**config.mk**
```make
export PLATFORM = sky130hd
export DESIGN_NAME = atc_timer
export DESIGN_NICKNAME = d
export VERILOG_FILES = /design/src/atc_timer_pkg.sv /design/src/atc_timer.sv
export SDC_FILE = /design/constraint.sdc
export NUM_CORES = 1
export LEC_CHECK = 0
export ABC_CLOCK_PERIOD_IN_PS = 2840
export BUFFER_PORTS_ARGS = -buffer_cell sky130_fd_sc_hd__buf_2
export CAP_MARGIN = 5
export CORE_MARGIN = 3
export CORE_UTILIZATION = 55
export CTS_BUF_LIST = sky130_fd_sc_hd__clkbuf_8
export CTS_CLUSTER_SIZE = 8
export DETAILED_ROUTE_END_ITERATION = 10
export PLACE_DENSITY = 0.76
export SYNTH_ARGS = -nofsm -noshare
export SYNTH_HDL_FRONTEND = slang
export SYNTH_SLANG_ARGS = --single-unit
```
**constraint.sdc**
```tcl
create_clock -name clk -period 2.84 [get_ports clk]
set_input_delay 0.142 -clock clk [delete_from_list [all_inputs] [get_ports clk]]
set_output_delay 0.142 -clock clk [all_outputs]
set_load 0.02 [all_outputs]
```
**src/atc_timer_pkg.sv**
```systemverilog
// Purpose: constants, field layouts and carrier types of the two-channel async timer.
// Assumes: byte-wide register port; one system clock at 50 MHz.
// Notes:   register offsets other than the general control word are local choices.
package atc_timer_pkg;

    // ------------------------------------------------------------------
    // register offsets
    // ------------------------------------------------------------------
    localparam logic [7:0] OFS_GENERAL_CTRL = 8'h23;
    localparam logic [7:0] OFS_CTRL_A       = 8'h30;
    localparam logic [7:0] OFS_CTRL_B       = 8'h31;
    localparam logic [7:0] OFS_COUNT        = 8'h32;
    localparam logic [7:0] OFS_CMP_A        = 8'h33;
    localparam logic [7:0] OFS_CMP_B        = 8'h34;
    localparam logic [7:0] OFS_IRQ_MASK     = 8'h35;
    localparam logic [7:0] OFS_IRQ_FLAGS    = 8'h36;
    localparam logic [7:0] OFS_ASYNC_STATUS = 8'h37;

    // ------------------------------------------------------------------
    // field positions
    // ------------------------------------------------------------------
    localparam int BIT_FORCE_A    = 7;
    localparam int BIT_FORCE_B    = 6;
    localparam int BIT_WGM_HIGH   = 3;
    localparam int BIT_IRQ_CMP_B  = 2;
    localparam int BIT_IRQ_CMP_A  = 1;
    localparam int BIT_IRQ_OVF    = 0;
    localparam int BIT_EXT_CLK    = 6;
    localparam int BIT_ASYNC_SEL  = 5;
    localparam int BIT_BUSY_COUNT = 4;
    localparam int BIT_BUSY_CMP_A = 3;
    localparam int BIT_BUSY_CMP_B = 2;
    localparam int BIT_BUSY_CTL_A = 1;
    localparam int BIT_BUSY_CTL_B = 0;
    localparam int BIT_SYNC_MODE  = 7;
    localparam int BIT_PSR_ASYNC  = 1;
    localparam int BIT_PSR_SYNC   = 0;

    // control A: compare modes A [7:6], B [5:4], low mode bits [1:0]
    localparam logic [7:0] CTRL_A_MASK = 8'hf3;

    // ------------------------------------------------------------------
    // values after reset and encodings
    // ------------------------------------------------------------------
    localparam logic [7:0] RESET_BYTE  = 8'h00;
    localparam logic [7:0] COUNT_MAX   = 8'hff;
    localparam logic [7:0] COUNT_BOT   = 8'h00;
    localparam logic [2:0] WGM_CTC     = 3'h2;
    localparam logic [1:0] COM_TOGGLE  = 2'h1;
    localparam logic [1:0] COM_CLEAR   = 2'h2;
    localparam logic [1:0] COM_SET     = 2'h3;
    localparam int         PRESC_WIDTH = 10;

    // ------------------------------------------------------------------
    // carrier types
    // ------------------------------------------------------------------
    typedef struct packed {
        logic [7:0] addr;
        logic [7:0] wdata;
        logic       wr;
        logic       rd;
    } atc_bus_req_s;

    typedef struct packed {
        logic [7:0]             ctrl_a_tmp;
        logic [7:0]             ctrl_a;
        logic [3:0]             ctrl_b_tmp;
        logic [3:0]             ctrl_b;
        logic [7:0]             count;
        logic [7:0]             count_tmp;
        logic [7:0]             cmp_a_tmp;
        logic [7:0]             cmp_a;
        logic [7:0]             cmp_b_tmp;
        logic [7:0]             cmp_b;
        logic [2:0]             irq_mask;
        logic [2:0]             irq_flags;
        logic                   ext_clk;
        logic                   async_sel;
        logic [4:0]             busy;
        logic                   sync_mode;
        logic                   psr_async;
        logic                   psr_sync;
        logic [PRESC_WIDTH-1:0] presc;
        logic                   count_down;
        logic                   match_block;
        logic                   osc_s1;
        logic                   osc_s2;
        logic                   osc_prev;
        logic                   wave_a;
        logic                   wave_b;
        logic [7:0]             rdata;
    } atc_state_s;

endpackage

```
**src/atc_timer.sv**
```systemverilog
// Purpose: 8-bit timer/counter with two compare channels and async clocking.
// Assumes: oscillator pin is asynchronous to clk and much slower than it.
// Notes:   one packed state word; one combinational next-state, one register stage.
//
// Function
// RQ1: force bit applies compare output action immediately
// RQ2: forced compare raises no flag, no clear
// RQ3: force bits read zero, ignored in PWM
// RQ4: software keeps force bits zero in PWM
// RQ5: clock select: stop, direct, prescaler taps
// RQ6: counter read/write; write blocks next match
// RQ7: both compare registers checked each timer tick
// RQ8: interrupt needs enable, global bit and flag
// RQ9: compare flags set on match, cleared
// RQ10: overflow flag set on overflow or bottom
// RQ11: external clock accepted, crystal off when enabled
// RQ12: software sets external clock before async
// RQ13: async select picks clk or oscillator pin
// RQ14: software rewrites registers after async change
// RQ15: async writes set busy until transferred
// RQ16: software avoids writing while busy
// RQ17: counter reads live; others read temporary copy
// RQ18: prescaler reset bit self-clears unless sync mode
// RQ19: reserved bits read zero
// RQ20: control B bit 3 is top mode bit
//
// Implementation choice: the strobed register port.
module atc_timer (
    input  wire logic                      clk,
    input  wire logic                      rst,
    input  wire atc_timer_pkg::atc_bus_req_s bus_req,
    output logic [7:0]                     bus_rdata,
    input  wire logic                      timer_oscillator_in,
    input  wire logic                      global_irq_enable,
    input  wire logic [2:0]                irq_vector_ack,
    output logic [2:0]                     irq_request,
    output logic                           waveform_out_a,
    output logic                           waveform_out_a_en,
    output logic                           waveform_out_b,
    output logic                           waveform_out_b_en,
    output logic                           crystal_osc_enable,
    output logic                           ext_clock_buffer_enable
);

    atc_timer_pkg::atc_state_s s_r;
    atc_timer_pkg::atc_state_s s_nxt;

    // ------------------------------------------------------------------
    // helpers
    // ------------------------------------------------------------------
    function automatic logic com_action(input logic [1:0] com, input logic cur);
        logic res;
        res = cur;
        if (com == atc_timer_pkg::COM_TOGGLE) begin
            res = ~cur;
        end else if (com == atc_timer_pkg::COM_CLEAR) begin
            res = 1'b0;
        end else if (com == atc_timer_pkg::COM_SET) begin
            res = 1'b1;
        end
        return res;
    endfunction

    // mask of prescaler bits that must all be one for a tap to fire
    function automatic logic [9:0] tap_mask(input logic [2:0] sel);
        logic [9:0] m;
        m = 10'h000;
        case (sel)
            3'h2: m = 10'h007;
            3'h3: m = 10'h01f;
            3'h4: m = 10'h03f;
            3'h5: m = 10'h07f;
            3'h6: m = 10'h0ff;
            3'h7: m = 10'h3ff;
            default: m = 10'h000;
        endcase
        return m;
    endfunction

    // ------------------------------------------------------------------
    // derived decode of the working registers
    // ------------------------------------------------------------------
    logic [2:0] wgm;
    logic       pwm_mode;
    logic       phase_mode;
    logic       fast_mode;
    logic [7:0] top_value;
    logic [1:0] com_a;
    logic [1:0] com_b;
    logic [2:0] clk_sel;
    logic       src_tick;
    logic       timer_tick;
    logic       wr_en;

    always_comb begin
        wgm        = {s_r.ctrl_b[atc_timer_pkg::BIT_WGM_HIGH], s_r.ctrl_a[1:0]}; // RQ20
        pwm_mode   = wgm[0];
        phase_mode = (wgm[1:0] == 2'h1);
        fast_mode  = (wgm[1:0] == 2'h3);
        if (wgm[2] || (wgm == atc_timer_pkg::WGM_CTC)) begin
            top_value = s_r.cmp_a;
        end else begin
            top_value = atc_timer_pkg::COUNT_MAX;
        end
        com_a   = s_r.ctrl_a[7:6];
        com_b   = s_r.ctrl_a[5:4];
        clk_sel = s_r.ctrl_b[2:0];
        // RQ13: the oscillator edge is taken from the second sync stage only
        if (s_r.async_sel) begin
            src_tick = s_r.osc_s2 & ~s_r.osc_prev; // RQ13
        end else begin
            src_tick = 1'b1;
        end
        // RQ5
        if (clk_sel == 3'h0) begin
            timer_tick = 1'b0;
        end else if (clk_sel == 3'h1) begin
            timer_tick = src_tick;
        end else begin
            timer_tick = src_tick && !s_r.psr_async
                && ((s_r.presc & tap_mask(clk_sel)) == tap_mask(clk_sel));
        end
        wr_en = bus_req.wr;
    end

    // ------------------------------------------------------------------
    // next state
    // ------------------------------------------------------------------
    logic       match_a;
    logic       match_b;
    logic       ovf;
    logic       at_bottom;
    logic [2:0] set_flags;
    logic [2:0] clr_flags;

    always_comb begin
        s_nxt     = s_r;
        match_a   = 1'b0;
        match_b   = 1'b0;
        ovf       = 1'b0;
        at_bottom = 1'b0;
        clr_flags = 3'h0;

        // two-flop synchroniser, then an edge register read from stage two
        s_nxt.osc_s1   = timer_oscillator_in;
        s_nxt.osc_s2   = s_r.osc_s1;
        s_nxt.osc_prev = s_r.osc_s2;

        // prescaler: held at zero while its reset bit stands
        if (s_r.psr_async) begin
            s_nxt.presc = '0; // RQ18
        end else if (src_tick && clk_sel != 3'h0) begin
            s_nxt.presc = s_r.presc + 10'h001;
        end
        // outside sync mode, stays set in async mode until a source edge has cleared the prescaler
        if (s_r.psr_async && !s_r.sync_mode && (!s_r.async_sel || src_tick)) begin
            s_nxt.psr_async = 1'b0; // RQ18
        end
        if (s_r.psr_sync && !s_r.sync_mode) begin
            s_nxt.psr_sync = 1'b0;
        end

        // counting and compare on each timer tick
        if (timer_tick) begin
            s_nxt.match_block = 1'b0;
            match_a = (s_r.count == s_r.cmp_a) && !s_r.match_block; // RQ7 RQ6
            match_b = (s_r.count == s_r.cmp_b) && !s_r.match_block; // RQ7 RQ6
            if (phase_mode) begin
                if (!s_r.count_down) begin
                    if (s_r.count == top_value) begin
                        s_nxt.count      = s_r.count - 8'h01;
                        s_nxt.count_down = 1'b1;
                    end else begin
                        s_nxt.count = s_r.count + 8'h01;
                    end
                end else if (s_r.count == atc_timer_pkg::COUNT_BOT) begin
                    s_nxt.count      = s_r.count + 8'h01;
                    s_nxt.count_down = 1'b0;
                    ovf              = 1'b1; // RQ10
                end else begin
                    s_nxt.count = s_r.count - 8'h01;
                end
            end else if (s_r.count == top_value) begin
                s_nxt.count = atc_timer_pkg::COUNT_BOT;
                at_bottom   = 1'b1;
                ovf         = fast_mode || (s_r.count == atc_timer_pkg::COUNT_MAX); // RQ10
            end else begin
                s_nxt.count = s_r.count + 8'h01;
                ovf         = (s_r.count == atc_timer_pkg::COUNT_MAX); // RQ10
            end
        end

        // waveform outputs
        if (!pwm_mode) begin
            if (match_a) begin
                s_nxt.wave_a = com_action(com_a, s_r.wave_a); // RQ7
            end
            if (match_b) begin
                s_nxt.wave_b = com_action(com_b, s_r.wave_b); // RQ7
            end
        end else if (fast_mode) begin
            if (match_a) begin
                s_nxt.wave_a = com_action(com_a, s_r.wave_a);
            end else if (at_bottom && com_a[1]) begin
                s_nxt.wave_a = ~com_a[0];
            end
            if (match_b && com_b[1]) begin
                s_nxt.wave_b = com_b[0];
            end else if (at_bottom && com_b[1]) begin
                s_nxt.wave_b = ~com_b[0];
            end
        end else begin
            if (match_a && com_a[1]) begin
                s_nxt.wave_a = com_a[0] ^ s_r.count_down;
            end else if (match_a && com_a == atc_timer_pkg::COM_TOGGLE && wgm[2]) begin
                s_nxt.wave_a = ~s_r.wave_a;
            end
            if (match_b && com_b[1]) begin
                s_nxt.wave_b = com_b[0] ^ s_r.count_down;
            end
        end

        // async mode: temporary copies move over on the next source edge
        if (s_r.async_sel && src_tick) begin
            if (s_r.busy[atc_timer_pkg::BIT_BUSY_COUNT]) begin
                s_nxt.count       = s_r.count_tmp; // RQ15
                s_nxt.match_block = 1'b1; // RQ6
            end
            if (s_r.busy[atc_timer_pkg::BIT_BUSY_CMP_A]) begin
                s_nxt.cmp_a = s_r.cmp_a_tmp;
            end
            if (s_r.busy[atc_timer_pkg::BIT_BUSY_CMP_B]) begin
                s_nxt.cmp_b = s_r.cmp_b_tmp;
            end
            if (s_r.busy[atc_timer_pkg::BIT_BUSY_CTL_A]) begin
                s_nxt.ctrl_a = s_r.ctrl_a_tmp;
            end
            if (s_r.busy[atc_timer_pkg::BIT_BUSY_CTL_B]) begin
                s_nxt.ctrl_b = s_r.ctrl_b_tmp;
            end
            s_nxt.busy = 5'h00; // RQ15
        end
        if (!s_r.async_sel) begin
            s_nxt.busy = 5'h00;
        end

        // register writes
        if (wr_en) begin
            if (bus_req.addr == atc_timer_pkg::OFS_GENERAL_CTRL) begin
                s_nxt.sync_mode = bus_req.wdata[atc_timer_pkg::BIT_SYNC_MODE];
                if (bus_req.wdata[atc_timer_pkg::BIT_PSR_ASYNC]) begin
                    s_nxt.psr_async = 1'b1; // RQ18
                end
                if (bus_req.wdata[atc_timer_pkg::BIT_PSR_SYNC]) begin
                    s_nxt.psr_sync = 1'b1;
                end
            end else if (bus_req.addr == atc_timer_pkg::OFS_CTRL_A) begin
                s_nxt.ctrl_a_tmp = bus_req.wdata & atc_timer_pkg::CTRL_A_MASK;
                if (s_r.async_sel) begin
                    s_nxt.busy[atc_timer_pkg::BIT_BUSY_CTL_A] = 1'b1; // RQ15
                end else begin
                    s_nxt.ctrl_a = bus_req.wdata & atc_timer_pkg::CTRL_A_MASK;
                end
            end else if (bus_req.addr == atc_timer_pkg::OFS_CTRL_B) begin
                s_nxt.ctrl_b_tmp = bus_req.wdata[3:0];
                if (s_r.async_sel) begin
                    s_nxt.busy[atc_timer_pkg::BIT_BUSY_CTL_B] = 1'b1; // RQ15
                end else begin
                    s_nxt.ctrl_b = bus_req.wdata[3:0];
                end
                // forced compare: output only, no flag and no counter clear
                if (!pwm_mode) begin
                    if (bus_req.wdata[atc_timer_pkg::BIT_FORCE_A]) begin
                        s_nxt.wave_a = com_action(com_a, s_r.wave_a); // RQ1 RQ2 RQ3
                    end
                    if (bus_req.wdata[atc_timer_pkg::BIT_FORCE_B]) begin
                        s_nxt.wave_b = com_action(com_b, s_r.wave_b); // RQ1 RQ2 RQ3
                    end
                end
            end else if (bus_req.addr == atc_timer_pkg::OFS_COUNT) begin
                s_nxt.count_tmp = bus_req.wdata;
                if (s_r.async_sel) begin
                    s_nxt.busy[atc_timer_pkg::BIT_BUSY_COUNT] = 1'b1; // RQ15
                end else begin
                    s_nxt.count       = bus_req.wdata; // RQ6
                    s_nxt.match_block = 1'b1; // RQ6
                end
            end else if (bus_req.addr == atc_timer_pkg::OFS_CMP_A) begin
                s_nxt.cmp_a_tmp = bus_req.wdata;
                if (s_r.async_sel) begin
                    s_nxt.busy[atc_timer_pkg::BIT_BUSY_CMP_A] = 1'b1; // RQ15
                end else begin
                    s_nxt.cmp_a = bus_req.wdata;
                end
            end else if (bus_req.addr == atc_timer_pkg::OFS_CMP_B) begin
                s_nxt.cmp_b_tmp = bus_req.wdata;
                if (s_r.async_sel) begin
                    s_nxt.busy[atc_timer_pkg::BIT_BUSY_CMP_B] = 1'b1; // RQ15
                end else begin
                    s_nxt.cmp_b = bus_req.wdata;
                end
            end else if (bus_req.addr == atc_timer_pkg::OFS_IRQ_MASK) begin
                s_nxt.irq_mask = bus_req.wdata[2:0]; // RQ8
            end else if (bus_req.addr == atc_timer_pkg::OFS_IRQ_FLAGS) begin
                clr_flags = bus_req.wdata[2:0]; // RQ9 RQ10
            end else if (bus_req.addr == atc_timer_pkg::OFS_ASYNC_STATUS) begin
                s_nxt.ext_clk   = bus_req.wdata[atc_timer_pkg::BIT_EXT_CLK]; // RQ11
                s_nxt.async_sel = bus_req.wdata[atc_timer_pkg::BIT_ASYNC_SEL]; // RQ13
            end
        end

        // flags: a hardware set in the same cycle beats any clear
        set_flags = {match_b, match_a, ovf}; // RQ9 RQ10 RQ2
        s_nxt.irq_flags = (s_r.irq_flags & ~(clr_flags | irq_vector_ack)) | set_flags; // RQ9

        // read data, one cycle after the strobe
        s_nxt.rdata = 8'h00;
        if (bus_req.rd) begin
            if (bus_req.addr == atc_timer_pkg::OFS_GENERAL_CTRL) begin
                s_nxt.rdata = {s_r.sync_mode, 5'h00, s_r.psr_async, s_r.psr_sync};
            end else if (bus_req.addr == atc_timer_pkg::OFS_CTRL_A) begin
                s_nxt.rdata = s_r.ctrl_a_tmp; // RQ17
            end else if (bus_req.addr == atc_timer_pkg::OFS_CTRL_B) begin
                s_nxt.rdata = {4'h0, s_r.ctrl_b_tmp}; // RQ3 RQ17 RQ19
            end else if (bus_req.addr == atc_timer_pkg::OFS_COUNT) begin
                s_nxt.rdata = s_r.count; // RQ17
            end else if (bus_req.addr == atc_timer_pkg::OFS_CMP_A) begin
                s_nxt.rdata = s_r.cmp_a_tmp; // RQ17
            end else if (bus_req.addr == atc_timer_pkg::OFS_CMP_B) begin
                s_nxt.rdata = s_r.cmp_b_tmp; // RQ17
            end else if (bus_req.addr == atc_timer_pkg::OFS_IRQ_MASK) begin
                s_nxt.rdata = {5'h00, s_r.irq_mask};
            end else if (bus_req.addr == atc_timer_pkg::OFS_IRQ_FLAGS) begin
                s_nxt.rdata = {5'h00, s_r.irq_flags};
            end else if (bus_req.addr == atc_timer_pkg::OFS_ASYNC_STATUS) begin
                s_nxt.rdata = {1'b0, s_r.ext_clk, s_r.async_sel, s_r.busy}; // RQ19
            end
        end
    end

    // ------------------------------------------------------------------
    // state register
    // ------------------------------------------------------------------
    always_ff @(posedge clk) begin
        if (rst) begin
            s_r <= '0;
        end else begin
            s_r <= s_nxt;
        end
    end

    // ------------------------------------------------------------------
    // outputs
    // ------------------------------------------------------------------
    always_comb begin
        bus_rdata          = s_r.rdata;
        irq_request        = s_r.irq_flags & s_r.irq_mask & {3{global_irq_enable}}; // RQ8
        waveform_out_a     = s_r.wave_a;
        waveform_out_b     = s_r.wave_b;
        waveform_out_a_en  = (com_a != 2'h0);
        waveform_out_b_en  = (com_b != 2'h0);
        crystal_osc_enable = ~s_r.ext_clk; // RQ11
        ext_clock_buffer_enable = s_r.ext_clk & s_r.async_sel; // RQ11
    end

endmodule

```
==> impl_metrics.env <==
export IMPL_cts_tree="yes"
export IMPL_wl_per_cell_um=19.6
export IMPL_ys_types=74
export IMPL_combPwrFrac=0.058
export IMPL_antenna_diode_count=0
export IMPL_holdWs_ps=81.1
export IMPL_viasPerCell=6.45
export IMPL_synth_top_cell_by_area="dfxtp_1"
export IMPL_gp_congestion=0.993
export IMPL_drc=0
export IMPL_synth_area_mm2=0.00602
export IMPL_crit_fanout=5
export IMPL_crit_top_cell="o211ai_1"
export IMPL_worstHoldPathType="primary input to flip-flop"
export IMPL_ys_async_sr_fraction=0
export IMPL_place_area_mm2=0.00628
export IMPL_clock_root_buffer="clkbuf_8"
export IMPL_htreeDepth=3
export IMPL_synth_top_family_by_area="simple AND/OR/NAND/NOR gates"
export IMPL_power_mw=2.64
export IMPL_start_kind="flip-flop"
export IMPL_synth_top_cell_area_share=0.363
export IMPL_fin_skew_ps=10.0
export IMPL_drt_initial_drc_count=612
export IMPL_critical_path_cell_chain="and3_1 -> o21ai_0 -> o31a_1 -> or2_1 -> or4_1 -> o211ai_1 -> o211ai_1 -> o21a_1"
export IMPL_crit_path_top_delay_cell="or4_1"
export IMPL_finalSetupTns_ps=0
export IMPL_num_rows=37
export IMPL_synth_simple_area_share=0.256
export IMPL_max_cap_viol_count=0
export IMPL_chipHeight_um=111
export IMPL_switchingPower_uw=685
export IMPL_period_needed_ps=2660
export IMPL_hold_viol=0
export IMPL_p_int_mw=1.95
export IMPL_p_leak_nw=2.37
export IMPL_p_clk_frac=0.359
export IMPL_slew_headroom=0.556
export IMPL_synth_flop_cell="dfxtp_1"
export IMPL_clk_pin_slew_ps=110
export IMPL_peakVddDrop_mv=0.313
export IMPL_yosysWarnings=0
export IMPL_grt_remaining_overflow=0
export IMPL_endpoint_kind="flip-flop"
export IMPL_finalSetupViolations=0
export IMPL_start_util=0.575
export IMPL_grt_pass1_vias=5427
export IMPL_clockBufferDepth=2
export IMPL_grt_antenna_before_repair=0
export IMPL_final_layout_size_suffix_gt1_frac=0.166
export IMPL_dieArea_mm2=0.0122
export IMPL_synth_area_leaders="dfxtp_1, mux2i_1, nor2_1, nand2_1, nand3_1"
export IMPL_tightest_slew_ps=661
export IMPL_drtPass1Iterations=6
export IMPL_ys_seq_elements=109
export IMPL_routed_wl_um=17400
export IMPL_synthXorXnorAreaFrac=0.0349
export IMPL_netlist_instances=734
export IMPL_synth_edff_count=0
export IMPL_report_final_slew_viol_count=0
export IMPL_synth_avg_cell_area_um2=8.20
export IMPL_crit_required_ps=3140
export IMPL_path_class="flip-flop to flip-flop"
export IMPL_yosysMostFrequentCell="dfxtp_1"
export IMPL_rsz0062_at_grt="no"
export IMPL_dr_total_vias=5746
export IMPL_port_buffer_count=41
export IMPL_cts_buffers=9
export IMPL_muxShareOfSynthArea=0.0838
export IMPL_dpl_cell_count=872
export IMPL_fmax_mhz=376
export IMPL_hpwl_um=12200
export IMPL_io_pins=42
export IMPL_cp_slowest_stage_delay_ps=690
export IMPL_power_density_mw_per_mm2=405
export IMPL_die_w_um=111
export IMPL_switching_share=0.260
export IMPL_final_area_mm2=0.00652
export IMPL_clock_sinks=109
export IMPL_nets=778
export IMPL_syn_to_final_growth_pct=8.25
export IMPL_post_cts_setup_buffers=0
export IMPL_synth_compound_area_frac=0.193
export IMPL_synthTopCellsByCount="dfxtp_1, nor2_1, nand2_1, nand3_1, clkbuf_1"
export IMPL_grt_use_total=0.285
export IMPL_seq_area_frac_synth=0.363
export IMPL_instances_no_fill=891
export IMPL_syn_nets=762
export IMPL_period_share=0.937
export IMPL_grt_first_pass_wirelength_um=28600
export IMPL_synth_adder_area_share=0.00624
export IMPL_core_area_mm2=0.0105
export IMPL_grt_start_max_net_pins=94
export IMPL_clock_latency_ps=390
export IMPL_status="completed"
export IMPL_ant_nets=0
export IMPL_seqPwrFrac=0.583
export IMPL_cp_arrival_ps=2960
[sequential cells by signal (all words and copies together) (netlist names)]
register and count:
com_b 2, bus_rdata 8, clk_sel 3, com_a 2
s_r 89, pwm_mode 1, waveform_out_b 1, waveform_out_a 1
s_nxt 2
[cells by family (layout without fill, tap and decap cells)]
kind of cell / after synthesis / in the layout
AOI/OAI and AO/OA: 154 / 154
xor gates and xnor gates: 24 / 24
adders and majority gates: 3 / 3
buffers and inverters: 79 / 100
DFF: 109 / 109
muxes: 45 / 45
and+or+nand+nor: 320 / 320
[metal layers]
| metal | track usage | vias up | part of all wire |
|---|---|---|---|
| met5 | 0 | - | 0 |
| met4 | 0.148 | 0 | 0.036 |
| met3 | 0.0438 | 49 | 0.092 |
| met2 | 0.432 | 326 | 0.45 |
| met1 | 0.391 | 2711 | 0.42 |
| li1 | - | 2660 | - |
[power groups by stage]
stage / clock network (mW) / registers [mW] / logic, mW
floorplan: 0 / 1.57 / 0.0892
global placement: 0 / 1.57 / 0.142
detailed placement: 0 / 1.57 / 0.144
CTS: 0.954 / 1.54 / 0.148
global route: 1.01 / 1.54 / 0.162
finish: 0.948 / 1.54 / 0.152
[layout make-up]
cell class / count / area (um2)
tap: 136 / 170
inverter: 13 / 51.3
multi-input combinational: 546 / 3460
sequential: 109 / 2180
timing repair buffer: 71 / 450
clock inverter: 5 / 42.5
fill: 955 / 3950
clock buffer: 11 / 151
[critical path: cells and delay by family (launching register included)]
family          cells  cell delay (ps)
flops               1              420
simple gates        3             1190
compound gates      5              960
[layout by cell type (no fill, tap or decap), types with 10 or more instances in the layout]
cell type,Yosys,layout
nand2_1,86,86
inv_1,11,11
xor2_1,13,13
dfxtp_1,109,107
a311oi_1,21,21
buf_4,13,26
buf_2,8,41
mux2i_1,38,38
and3_1,14,14
nor3_1,13,13
o21ai_0,22,22
clkbuf_8,0,11
nor2_1,100,99
a21oi_1,36,36
nand2b_1,10,10
nand3_1,43,43
xnor2_1,11,11
[path summary, 6_finish.rpt]
path | cells past startpoint | start | end | slack, ps
setup / recovery | 8 | s_r[18] | waveform_out_b | 180
hold / removal | 4 | irq_vector_ack[1] | s_r[36] | 80
setup reg to reg | 8 | s_r[18] | waveform_out_b | 180
hold reg to reg | 1 | s_nxt[11] | s_nxt[10] | 460
[repair_timing]
action | 4_1_cts | 5_1_grt
setup endpoints to repair | 0 | 2
endpoints found under the hold margin | 3 | 0
hold buffers | 3 | 0
gates resized for setup | 0 | 3
[per-stage QoR]
stage,util,worst slack [ps]
finish,0.623,180
global route,0.623,42.2
CTS,0.622,114
detailed placement,0.600,133
global placement,0.600,217
floorplan,-,447
(Power assumes the default switching activity.)
